$ cat src/inc/tsml_pkg.sv
// Shared constants and types for the touch scan, mode and LED controller
package tsml_pkg;
  // ---------------------------------------------------------------
  // Sizes
  // ---------------------------------------------------------------
  localparam int NUM_CH = 8;
  localparam int PWM_W = 8;
  localparam int TICK_W = 12;
  // ---------------------------------------------------------------
  // Timing
  // ---------------------------------------------------------------
  localparam int CLK_MHZ = 100;
  localparam int MS_CYCLES = 1000 * CLK_MHZ;
  localparam int MIN_PERIOD_MS = 15;
  localparam int ACTIVE_PERIOD_MS = 30;
  localparam int DOZE_PERIOD_MS = 195;
  localparam logic [15:0] MS_ONE = 16'h0001;
  // ---------------------------------------------------------------
  // Modes and phases
  // ---------------------------------------------------------------
  typedef enum logic [1:0] {
    TSML_MODE_ACTIVE = 2'b00,
    TSML_MODE_DOZE = 2'b01,
    TSML_MODE_SLEEP = 2'b10
  } tsml_mode_t;
  typedef enum logic [1:0] {
    TSML_PH_SENSE = 2'b00,
    TSML_PH_PROC = 2'b01,
    TSML_PH_TIMER = 2'b10,
    TSML_PH_IDLE = 2'b11
  } tsml_phase_t;
  // Per-pin output function
  localparam logic [1:0] GPIO_LED_AUTO = 2'h0;
  localparam logic [1:0] GPIO_LED_HOST = 2'h1;
  localparam logic [1:0] GPIO_PULSE = 2'h2;
  localparam logic [1:0] GPIO_INPUT = 2'h3;
  // Host mode force: 0 means autonomous
  localparam logic [1:0] FORCE_NONE = 2'h0;
  localparam logic [1:0] FORCE_ACTIVE = 2'h1;
  localparam logic [1:0] FORCE_DOZE = 2'h2;
  localparam logic [1:0] FORCE_SLEEP = 2'h3;
  localparam logic [PWM_W-1:0] PWM_MAX = 8'hff;
  localparam logic [PWM_W-1:0] PWM_ZERO = 8'h00;
endpackage : tsml_pkg

$ cat src/logic/tsml_ctrl.sv
// Scan sequencer, operating modes and per-pin LED fading for eight touch inputs
`timescale 1ns/1ns
// Behaviour
// - Scan is sensing, processing, then timer wait
// - Sense enabled inputs zero to seven, skip others
// - Touch status, irq change only in processing; input status also in sleep
// - Late input change reported next processing phase
// - Scan period host set, fifteen ms minimum
// - Reaction time set by scan period
// - Three modes; active default period thirty ms
// - Doze uses longer period, default 195 ms
// - Sleep: no scanning, input sampling continues
// - Active and doze periods programmable separately
// - Inactivity timer to doze, may be disabled
// - Doze touch wakes to active without sequence
// - With sequence option, correct sequence wakes
// - Host forced mode overrides autonomous transitions
// - Default: button n drives LED n, log fade
// - Eight 256-step PWMs, linear or log fade
// - Fade speed, start and end intensity selectable
// - Auto follow: touch starts fade-in itself
// - Host follow: host level high starts fade
// - Pulse mode applies host width without fading
// - Pin may be plain input reported to host
// - New touch or release asserts irq
// - Boot from stored parameters without host
// - Host may overwrite stored parameters afterwards
// - Touch at thresh+hyst, release below thresh-hyst
// - Compensation request accepted only active or doze
module tsml_ctrl import tsml_pkg::*; #(
  parameter int MS_DIV = MS_CYCLES,
  parameter int SEQ_LEN = 2
) (
  input wire logic i_mclk,
  input wire logic i_rst_n,
  // Front end measurement handshake
  output logic o_sense_req,
  output logic [2:0] o_sense_sel,
  input wire logic i_sense_done,
  input wire logic [TICK_W-1:0] i_sense_ticks,
  // Configuration (stored parameters, host may override)
  input wire logic i_param_load,
  input wire logic [NUM_CH-1:0] i_sense_en,
  input wire logic [TICK_W-1:0] i_thresh,
  input wire logic [TICK_W-1:0] i_hyst,
  input wire logic [15:0] i_active_period_ms,
  input wire logic [15:0] i_doze_period_ms,
  input wire logic [15:0] i_idle_timeout_scans,
  input wire logic i_seq_en,
  input wire logic [3*SEQ_LEN-1:0] i_seq_keys,
  input wire logic [1:0] i_operating_mode_control,
  input wire logic [2*NUM_CH-1:0] i_gpio_func,
  input wire logic [NUM_CH-1:0] i_fade_log,
  input wire logic [7:0] i_fade_step_div,
  input wire logic [PWM_W-1:0] i_fade_lo,
  input wire logic [PWM_W-1:0] i_fade_hi,
  input wire logic [NUM_CH-1:0] i_host_level,
  input wire logic [NUM_CH*PWM_W-1:0] i_host_pulse_width_mode,
  input wire logic i_comp_req,
  input wire logic i_irq_clear,
  input wire logic [NUM_CH-1:0] i_gpio_pin,
  // Status and pins
  output logic [NUM_CH-1:0] o_touch,
  output logic [NUM_CH-1:0] o_gpi_state,
  output logic [1:0] o_mode,
  output logic o_comp_start,
  output logic o_irq_out_n,
  output logic [NUM_CH-1:0] o_gpio_out,
  output logic [NUM_CH-1:0] o_gpio_oe
);
  if (SEQ_LEN < 1 || SEQ_LEN > 8 || MS_DIV < 2) begin : g_bad_param
    $error("tsml_ctrl: unsupported parameter values");
  end

  // ---------------------------------------------------------------
  // Stored parameter copy: built-in defaults, reloaded on request
  // ---------------------------------------------------------------
  logic [NUM_CH-1:0] en_ff;
  logic [15:0] act_ms_ff, doze_ms_ff;
  always_ff @(posedge i_mclk or negedge i_rst_n) begin
    if (!i_rst_n) begin
      en_ff <= {NUM_CH{1'b1}};
      act_ms_ff <= 16'(ACTIVE_PERIOD_MS);
      doze_ms_ff <= 16'(DOZE_PERIOD_MS);
    end else if (i_param_load) begin
      en_ff <= i_sense_en;
      act_ms_ff <= (i_active_period_ms < 16'(MIN_PERIOD_MS)) ?
                   16'(MIN_PERIOD_MS) : i_active_period_ms;
      doze_ms_ff <= (i_doze_period_ms < 16'(MIN_PERIOD_MS)) ?
                    16'(MIN_PERIOD_MS) : i_doze_period_ms;
    end
  end

  // ---------------------------------------------------------------
  // Pin input synchronisers
  // ---------------------------------------------------------------
  logic [NUM_CH-1:0] pin_meta_ff, pin_sync_ff;
  always_ff @(posedge i_mclk or negedge i_rst_n) begin
    if (!i_rst_n) begin
      pin_meta_ff <= '0;
      pin_sync_ff <= '0;
    end else begin
      pin_meta_ff <= i_gpio_pin;
      pin_sync_ff <= pin_meta_ff;
    end
  end

  // ---------------------------------------------------------------
  // Scan sequencer
  // ---------------------------------------------------------------
  tsml_phase_t phase_ff;
  tsml_mode_t mode_ff;
  logic [2:0] ch_ff;
  logic [31:0] div_ff;
  logic [15:0] ms_ff;
  logic [NUM_CH-1:0] touch_ff;
  logic [NUM_CH*TICK_W-1:0] ticks_ff;
  logic [15:0] period_ms;
  logic any_en, last_ch, ms_tick;
  assign period_ms = (mode_ff == TSML_MODE_DOZE) ? doze_ms_ff : act_ms_ff;
  assign any_en = |en_ff;
  assign ms_tick = (div_ff == 32'(MS_DIV - 1));
  assign last_ch = (ch_ff == 3'(NUM_CH - 1));

  function automatic logic [2:0] next_en(input logic [NUM_CH-1:0] en, input logic [3:0] from);
    logic [2:0] r;
    logic found;
    r = 3'h0;
    found = 1'b0;
    for (int k = 0; k < NUM_CH; k++) begin
      if (!found && 4'(k) >= from && en[k]) begin
        r = 3'(k);
        found = 1'b1;
      end
    end
    return r;
  endfunction : next_en

  function automatic logic more_en(input logic [NUM_CH-1:0] en, input logic [3:0] from);
    logic r;
    r = 1'b0;
    for (int k = 0; k < NUM_CH; k++) begin
      if (4'(k) >= from && en[k]) begin
        r = 1'b1;
      end
    end
    return r;
  endfunction : more_en

  logic [3:0] after_ch;
  assign after_ch = {1'b0, ch_ff} + 4'h1;

  always_ff @(posedge i_mclk or negedge i_rst_n) begin
    if (!i_rst_n) begin
      phase_ff <= TSML_PH_IDLE;
      ch_ff <= 3'h0;
      div_ff <= '0;
      ms_ff <= '0;
      ticks_ff <= '0;
    end else begin
      case (phase_ff)
        TSML_PH_IDLE: begin
          if (mode_ff != TSML_MODE_SLEEP && any_en) begin
            phase_ff <= TSML_PH_SENSE;
            ch_ff <= next_en(en_ff, 4'h0);
          end else if (mode_ff != TSML_MODE_SLEEP) begin
            phase_ff <= TSML_PH_PROC;
          end
          div_ff <= '0;
          ms_ff <= '0;
        end
        TSML_PH_SENSE: begin
          div_ff <= (ms_tick) ? '0 : div_ff + 32'h1;
          if (ms_tick) begin
            ms_ff <= ms_ff + MS_ONE;
          end
          if (mode_ff == TSML_MODE_SLEEP) begin
            phase_ff <= TSML_PH_IDLE;
          end else if (i_sense_done || !en_ff[ch_ff]) begin
            // A channel disabled by a reload mid-scan is skipped, not waited for
            if (i_sense_done) begin
              ticks_ff[ch_ff*TICK_W +: TICK_W] <= i_sense_ticks;
            end
            if (last_ch || !more_en(en_ff, after_ch)) begin
              phase_ff <= TSML_PH_PROC;
            end else begin
              ch_ff <= next_en(en_ff, after_ch);
            end
          end
        end
        TSML_PH_PROC: begin
          div_ff <= (ms_tick) ? '0 : div_ff + 32'h1;
          if (ms_tick) begin
            ms_ff <= ms_ff + MS_ONE;
          end
          phase_ff <= TSML_PH_TIMER;
        end
        TSML_PH_TIMER: begin
          div_ff <= (ms_tick) ? '0 : div_ff + 32'h1;
          if (ms_tick) begin
            ms_ff <= ms_ff + MS_ONE;
          end
          if (mode_ff == TSML_MODE_SLEEP) begin
            phase_ff <= TSML_PH_IDLE;
          end else if (ms_tick && (ms_ff + MS_ONE >= period_ms)) begin
            div_ff <= '0;
            ms_ff <= '0;
            if (any_en) begin
              phase_ff <= TSML_PH_SENSE;
              ch_ff <= next_en(en_ff, 4'h0);
            end else begin
              phase_ff <= TSML_PH_PROC;
            end
          end
        end
        default: phase_ff <= TSML_PH_IDLE;
      endcase
    end
  end
  assign o_sense_req = (phase_ff == TSML_PH_SENSE);
  assign o_sense_sel = ch_ff;

  // ---------------------------------------------------------------
  // Touch decision, status, input report and irq (processing; input report also in sleep)
  // ---------------------------------------------------------------
  logic [NUM_CH-1:0] nxt_touch;
  logic [NUM_CH-1:0] gpi_ff;
  logic irq_ff;
  logic is_proc;
  assign is_proc = (phase_ff == TSML_PH_PROC);
  for (genvar g = 0; g < NUM_CH; g++) begin : g_touch
    logic [TICK_W:0] t, on_lvl, off_lvl;
    assign t = {1'b0, ticks_ff[g*TICK_W +: TICK_W]};
    assign on_lvl = {1'b0, i_thresh} + {1'b0, i_hyst};
    assign off_lvl = {1'b0, i_thresh} - {1'b0, i_hyst};
    assign nxt_touch[g] = !en_ff[g] ? 1'b0 :
                          (t >= on_lvl) ? 1'b1 :
                          // Hysteresis above threshold would wrap: never release
                          (i_hyst <= i_thresh && t < off_lvl) ? 1'b0 : touch_ff[g];
  end
  logic [NUM_CH-1:0] gpi_in;
  for (genvar g = 0; g < NUM_CH; g++) begin : g_gpi
    assign gpi_in[g] = (i_gpio_func[2*g +: 2] == GPIO_INPUT) & pin_sync_ff[g];
  end
  always_ff @(posedge i_mclk or negedge i_rst_n) begin
    if (!i_rst_n) begin
      touch_ff <= '0;
      gpi_ff <= '0;
      irq_ff <= 1'b0;
    end else begin
      if (is_proc) begin
        touch_ff <= nxt_touch;
        gpi_ff <= gpi_in;
      end else if (mode_ff == TSML_MODE_SLEEP) begin
        // No processing runs in sleep, so inputs are reported directly, without irq
        gpi_ff <= gpi_in;
      end
      if (is_proc && (nxt_touch != touch_ff || gpi_in != gpi_ff)) begin
        irq_ff <= 1'b1;
      end else if (i_irq_clear && is_proc) begin
        irq_ff <= 1'b0; // Cleared read-out is also taken at processing time
      end
    end
  end
  assign o_touch = touch_ff;
  assign o_gpi_state = gpi_ff;
  assign o_irq_out_n = ~irq_ff;

  // ---------------------------------------------------------------
  // Operating mode, inactivity counter and wake-up sequence
  // ---------------------------------------------------------------
  logic [15:0] idle_ff;
  logic [3:0] seq_ff;
  logic [NUM_CH-1:0] rel;
  logic [2:0] rel_key;
  logic rel_any;
  assign rel = touch_ff & ~nxt_touch;
  assign rel_any = |rel;
  always_comb begin
    rel_key = 3'h0;
    for (int k = NUM_CH - 1; k >= 0; k--) begin
      if (rel[k]) begin
        rel_key = 3'(k);
      end
    end
  end
  always_ff @(posedge i_mclk or negedge i_rst_n) begin
    if (!i_rst_n) begin
      mode_ff <= TSML_MODE_ACTIVE;
      idle_ff <= '0;
      seq_ff <= '0;
    end else if (i_operating_mode_control != FORCE_NONE) begin
      mode_ff <= (i_operating_mode_control == FORCE_ACTIVE) ? TSML_MODE_ACTIVE :
                 (i_operating_mode_control == FORCE_DOZE) ? TSML_MODE_DOZE :
                 TSML_MODE_SLEEP;
      idle_ff <= '0;
      seq_ff <= '0;
    end else if (mode_ff == TSML_MODE_SLEEP) begin
      mode_ff <= TSML_MODE_ACTIVE; // Release of a forced sleep resumes scanning
    end else if (is_proc) begin
      if (mode_ff == TSML_MODE_ACTIVE) begin
        seq_ff <= '0;
        if (|nxt_touch) begin
          idle_ff <= '0;
        end else if (i_idle_timeout_scans != 16'h0000) begin
          if (idle_ff + 16'h1 >= i_idle_timeout_scans) begin
            mode_ff <= TSML_MODE_DOZE;
            idle_ff <= '0;
          end else begin
            idle_ff <= idle_ff + 16'h1;
          end
        end
      end else if (!i_seq_en) begin
        if (|(nxt_touch & ~touch_ff)) begin
          mode_ff <= TSML_MODE_ACTIVE;
        end
      end else if (rel_any) begin
        if (rel_key == i_seq_keys[3*seq_ff[2:0] +: 3]) begin
          if (seq_ff + 4'h1 >= 4'(SEQ_LEN)) begin
            mode_ff <= TSML_MODE_ACTIVE;
            seq_ff <= '0;
          end else begin
            seq_ff <= seq_ff + 4'h1;
          end
        end else begin
          seq_ff <= '0;
        end
      end
    end
  end
  assign o_mode = mode_ff;
  assign o_comp_start = i_comp_req && (mode_ff != TSML_MODE_SLEEP);

  // ---------------------------------------------------------------
  // Per-pin fading PWM
  // ---------------------------------------------------------------
  logic [PWM_W-1:0] pwm_cnt_ff;
  logic [7:0] step_ff;
  logic step_tick;
  assign step_tick = (step_ff == i_fade_step_div);
  always_ff @(posedge i_mclk or negedge i_rst_n) begin
    if (!i_rst_n) begin
      pwm_cnt_ff <= PWM_ZERO;
      step_ff <= '0;
    end else begin
      pwm_cnt_ff <= pwm_cnt_ff + 8'h01;
      if (pwm_cnt_ff == PWM_MAX) begin
        step_ff <= step_tick ? 8'h00 : step_ff + 8'h01;
      end
    end
  end
  for (genvar g = 0; g < NUM_CH; g++) begin : g_led
    logic [PWM_W-1:0] lvl_ff, tgt, nxt_lvl, inc;
    logic [1:0] fn;
    logic on_req_ff;
    assign fn = i_gpio_func[2*g +: 2];
    // Log fade scales the step with the level, so low levels move slowly
    assign inc = i_fade_log[g] ? ((lvl_ff >> 3) | 8'h01) : 8'h01;
    assign tgt = on_req_ff ? i_fade_hi : i_fade_lo;
    always_comb begin
      nxt_lvl = lvl_ff;
      if (lvl_ff < tgt) begin
        nxt_lvl = (tgt - lvl_ff < inc) ? tgt : lvl_ff + inc;
      end else if (lvl_ff > tgt) begin
        nxt_lvl = (lvl_ff - tgt < inc) ? tgt : lvl_ff - inc;
      end
    end
    always_ff @(posedge i_mclk or negedge i_rst_n) begin
      if (!i_rst_n) begin
        on_req_ff <= 1'b0;
        lvl_ff <= PWM_ZERO;
      end else begin
        if (is_proc) begin
          on_req_ff <= (fn == GPIO_LED_AUTO) ? nxt_touch[g] : i_host_level[g];
        end
        if (fn == GPIO_PULSE) begin
          lvl_ff <= i_host_pulse_width_mode[g*PWM_W +: PWM_W];
        end else if (pwm_cnt_ff == PWM_MAX && step_tick) begin
          lvl_ff <= nxt_lvl;
        end
      end
    end
    logic out_ff;
    always_ff @(posedge i_mclk or negedge i_rst_n) begin
      if (!i_rst_n) begin
        out_ff <= 1'b0;
      end else begin
        out_ff <= (lvl_ff == PWM_MAX) || (pwm_cnt_ff < lvl_ff);
      end
    end
    assign o_gpio_out[g] = out_ff;
    assign o_gpio_oe[g] = (fn != GPIO_INPUT);
  end

  // ---------------------------------------------------------------
  // Checks
  // ---------------------------------------------------------------
  irq_in_proc_a: assert property (@(posedge i_mclk) disable iff (!i_rst_n)
    $fell(o_irq_out_n) |-> $past(phase_ff) == TSML_PH_PROC)
    else $error("irq asserted outside processing");
  touch_in_proc_a: assert property (@(posedge i_mclk) disable iff (!i_rst_n)
    !$stable(touch_ff) |-> $past(is_proc))
    else $error("touch status changed outside processing");
  no_scan_sleep_a: assert property (@(posedge i_mclk) disable iff (!i_rst_n)
    mode_ff == TSML_MODE_SLEEP |=> !o_sense_req)
    else $error("scan started in sleep");
  proc_then_timer_a: assert property (@(posedge i_mclk) disable iff (!i_rst_n)
    is_proc |=> phase_ff == TSML_PH_TIMER)
    else $error("processing not followed by timer");
  sel_enabled_a: assert property (@(posedge i_mclk) disable iff (!i_rst_n)
    o_sense_req |-> en_ff[o_sense_sel] || $changed(en_ff) || $past(i_param_load))
    else $error("disabled input measured");
  force_mode_a: assert property (@(posedge i_mclk) disable iff (!i_rst_n)
    i_operating_mode_control == FORCE_DOZE |=> mode_ff == TSML_MODE_DOZE)
    else $error("forced mode not applied");
  comp_gate_a: assert property (@(posedge i_mclk) disable iff (!i_rst_n)
    o_comp_start |-> mode_ff != TSML_MODE_SLEEP)
    else $error("compensation started in sleep");
  period_min_a: assert property (@(posedge i_mclk) disable iff (!i_rst_n)
    act_ms_ff >= 16'(MIN_PERIOD_MS) && doze_ms_ff >= 16'(MIN_PERIOD_MS))
    else $error("scan period below minimum");
  scan_cov_c: cover property (@(posedge i_mclk) disable iff (!i_rst_n)
    phase_ff == TSML_PH_TIMER ##1 phase_ff == TSML_PH_SENSE);
  doze_cov_c: cover property (@(posedge i_mclk) disable iff (!i_rst_n)
    $changed(mode_ff) && mode_ff == TSML_MODE_DOZE);
  wake_cov_c: cover property (@(posedge i_mclk) disable iff (!i_rst_n)
    $past(mode_ff) == TSML_MODE_DOZE && mode_ff == TSML_MODE_ACTIVE);
endmodule : tsml_ctrl

$ cat config.mk
export PLATFORM = sky130hd
export DESIGN_NAME = tsml_ctrl
export DESIGN_NICKNAME = d
export VERILOG_FILES = /design/src/inc/tsml_pkg.sv /design/src/logic/tsml_ctrl.sv
export SDC_FILE = /design/constraint.sdc
export NUM_CORES = 2
export LEC_CHECK = 0
export CAP_MARGIN = 15
export CORE_AREA = 2 2 286 288
export DETAILED_ROUTE_END_ITERATION = 7
export DIE_AREA = 0 0 288 290
export DONT_BUFFER_PORTS = 1
export GPL_ROUTABILITY_DRIVEN = 0
export PLACE_DENSITY = 0.61
export SLEW_MARGIN = 30
export SYNTH_ARGS = -nofsm -noshare
export SYNTH_HDL_FRONTEND = slang
export SYNTH_SLANG_ARGS = --single-unit
$ cat constraint.sdc
create_clock -name i_mclk -period 4.2 [get_ports i_mclk]
set_input_delay 0.63 -clock i_mclk [delete_from_list [all_inputs] [get_ports i_mclk]]
set_output_delay 0.63 -clock i_mclk [all_outputs]
set_load 0.01 [all_outputs]
==> impl_results.md <==
- Status: finished, violations left
- Violated checks: negative hold slack, max-slew violations, negative setup slack
- Final setup viols: 7
- GR Overflow Total: 0
- Crit path setup slack, layout: -0.505 ns
- Die W: 288 µm
- Most frequent cells in the layout: ha_1 (542), nand2_1 (332), dfrtp_1 (320)
- RSZ-0062 raised after global routing: true
- Worst EP arrival: 5.26 ns
- Worst VDD drop: 0.000574 V
- Syn_nets: 5123
- Vias per inst: 5.86
- Hold Crit Class: input port to async pin
- Num CTS Buffers: 46
- Worst slew pin tran: 1.71 ns
- Final WL: 121000 µm
- Post-synth ARST share: 100%
- Worst-path clk slew: 0.06 ns
- Critical Path RT: 4.75 ns
- CTS H-tree lvls: 2
- Die Footprint: 83500 µm²
- DIE HEIGHT: 290 µm
- Main synth FF type: dfrtp_1
- First DRT Iteration DRCs: 2572
- Post-Synth Simple-Gate Area: 18.3%
- Xor and xnor area share after synthesis: 5.22%
- Number of distinct library cells after synthesis: 88
- Crit path max fanout: 3
- Number of synthesized flops with an enable pin: 0
- Yosys warns: 0
- Synthesized instance count: 4292
- CTS tree: yes
- Clk Latency, worst-skew pair: 0.63 ns
- Flops & latches, synth: 340
- Final period utilization: 112%
- Antenna violations before repair: 8
- Sink Count: 340
- P per Cell Area: 551 nW/µm²
- Min Hold Slack: -0.254 ns
- Num ports: 275
- Crit path capture type: register
- Crit Path Class: input port to register
- Pin count of the biggest net entering global routing: 341
- Antenna-violating nets left: 0
- Minimum clock period: 4.71 ns
- Clock buffer depth: 3
- Clock root buffer: clkbuf_16
- First-pass GRT wire length: 187000 µm
- CP Launch Type: input port
- Max Cap Viol: 0
- Mux cell area share after synthesis: 5.54%
- Most common cell after layout, fill and taps aside: ha_1
- Synth Area in Adders: 21.6%
- Final instance area: 41400 µm²
- Syn avg cell area: 8.37 µm²
- Placed cell areas: 39100 µm²
- Place WS: -1.26 ns
- Dpl hpwl: 94800 µm
- Hold Buf Count CTS: 4
- Synthesized area: 35900 µm²
- Core area: 80200 µm²
- R2R Path End: g_led[7].lvl_ff[5]
- Cells on worst reg2reg path: 14
- Placed insts: 5492
- Hold Vio Cnt, Final: 160
- Initial Utilization: 44.8%
- DRC viols: 0
- Area Growth Syn to Fin: 15.3%
- Net count of the finished layout: 5337
- Compound-Gate Fraction of Synth Area: 20.5%
- Final Skew: 0.0313 ns
- FF-to-FF setup slack: 0.15 ns
- Pwr Total: 22800 µW
- I/O Buffers: 0
- Seq/Total Area, Yosys: 23.8%
- Pre-Repair DR Iteration Count: 6
- Largest family of logic cells by synthesized area: adder cells
- Share of cells above drive strength 1: 13.6%
- Vias in the first global route: 32460
- Via count: 32857
- Max Slew Vio Count: 95
- FF-to-FF Start: g_led[7].on_req_ff
- GRT Overall Usage: 28.4%
- Leakage: 0.0197 µW
- # rows: 104
- WL/cell: 21.6 µm
- Post-Layout Cell Count: 5607
- Max Freq: 213 MHz
- Slew headroom: -14.1%
cell usage after synthesis, types with 85 or more instances:
cell | number | share of area [%]
a21o_1 | 97 | 2.0
a21oi_1 | 266 | 3.7
clkbuf_1 | 123 | 1.3
dfrtp_1 | 322 | 22
ha_1 | 561 | 20
inv_1 | 322 | 3.4
mux2i_1 | 103 | 2.9
nand2_1 | 333 | 3.5
nand3_1 | 132 | 1.8
nand4_1 | 85 | 1.5
nor2_1 | 315 | 3.3
nor2b_1 | 102 | 1.8
nor3_1 | 86 | 1.2
o21ai_0 | 290 | 4.0
xnor2_1 | 132 | 3.2
power by group:
part / total (µW) / switching, µW / internal, µW
Clock: 4360 / 1730 / 2630
Combinational: 13400 / 7650 / 5770
Sequential: 5010 / 1080 / 3930
Total: 22800 / 10500 / 12300
critical path: stages:
cell	delay, ns
inv_4	0.03
ha_4	0.18
a21o_1	0.20
a31oi_2	0.19
nand2_1	0.10
a21o_1	0.20
a21oi_2	0.17
xor2_2	0.30
buf_4	0.17
ha_1	0.16
nand2b_1	0.11
a21oi_1	0.06
a31oi_1	0.22
maj3_2	0.22
or4bb_1	0.47
o211ai_1	0.14
inv_1	0.11
ha_4	0.19
nor2b_2	0.15
o21bai_1	0.12
a21oi_1	0.08
o21bai_1	0.16
xnor2_1	0.11
nor3_2	0.21
nand3_1	0.11
a21oi_2	0.19
nand4_1	0.10
o22ai_1	0.16
per-layer routing:
metal  up-vias  wire length, µm  GRT usage, %  share of wire, %
met5         -               52             0             0.043
met4         8             4650          10.2               3.8
met3       268             9080          5.70               7.5
met2      1081            56300          47.2                47
met1     15650            50900          36.4                42
li1      15850                -             -                 -
area by class of cell:
class | count | area, µm²
well taps | 1060 | 1330
clock inverters | 20 | 338
diodes | 4 | 10.0
multi-input cells | 3476 | 26100
fillers | 7752 | 38800
flip-flops and latches | 340 | 8530
inverters | 322 | 1240
clock buffers | 65 | 1340
repair buffers | 320 | 2490
worst max-delay path by stage:
stage / start / endpoint / slack, ns / depth (start not counted)
floorplan: i_hyst[1] / o_mode[0] / -1.02 / 31
global placement: i_thresh[0] / o_mode[0] / -1.17 / 29
detailed placement: i_hyst[1] / o_mode[0] / -1.26 / 33
CTS: i_thresh[0] / o_mode[0] / -0.35 / 27
global route: i_thresh[0] / o_mode[0] / -0.84 / 33
finish: i_hyst[4] / o_mode[0] / -0.51 / 28
flip-flops by register name (all words and copies together) (netlist names), 16 cells and up:
signal,flops
div_ff,32
idle_ff,16
g_led.lvl_ff,64
ticks_ff,96
doze_ms_ff,16
act_ms_ff,16
ms_ff,16
what timing repair did:
item                                    CTS  global route
endpoints found under the setup margin   17            39
endpoints found under the hold margin   344           325
buffers inserted                         11            13
resized for setup                        52            52
pin swaps                                43            32
logic make-up (layout without fill, tap and decap cells):
logic type / after synthesis / in the layout
muxes: 186 / 186
adders and majority gates: 600 / 600
xor gates and xnor gates: 214 / 214
and+or+nand+nor: 1329 / 1329
DFF: 340 / 340
other: 0 / 4
buffers and inverters: 476 / 727
AOI/OAI and AO/OA: 1147 / 1147
per-stage QoR:
stage	utilization, %	setup TNS [ns]
final	51.6	-1.84
after global routing	51.6	-7.35
after CTS	51.3	-1.51
after detailed placement	48.7	-21.89
after global placement	48.7	-19.58
after floorplan	-	-9.17
(Power assumes the default switching activity.)
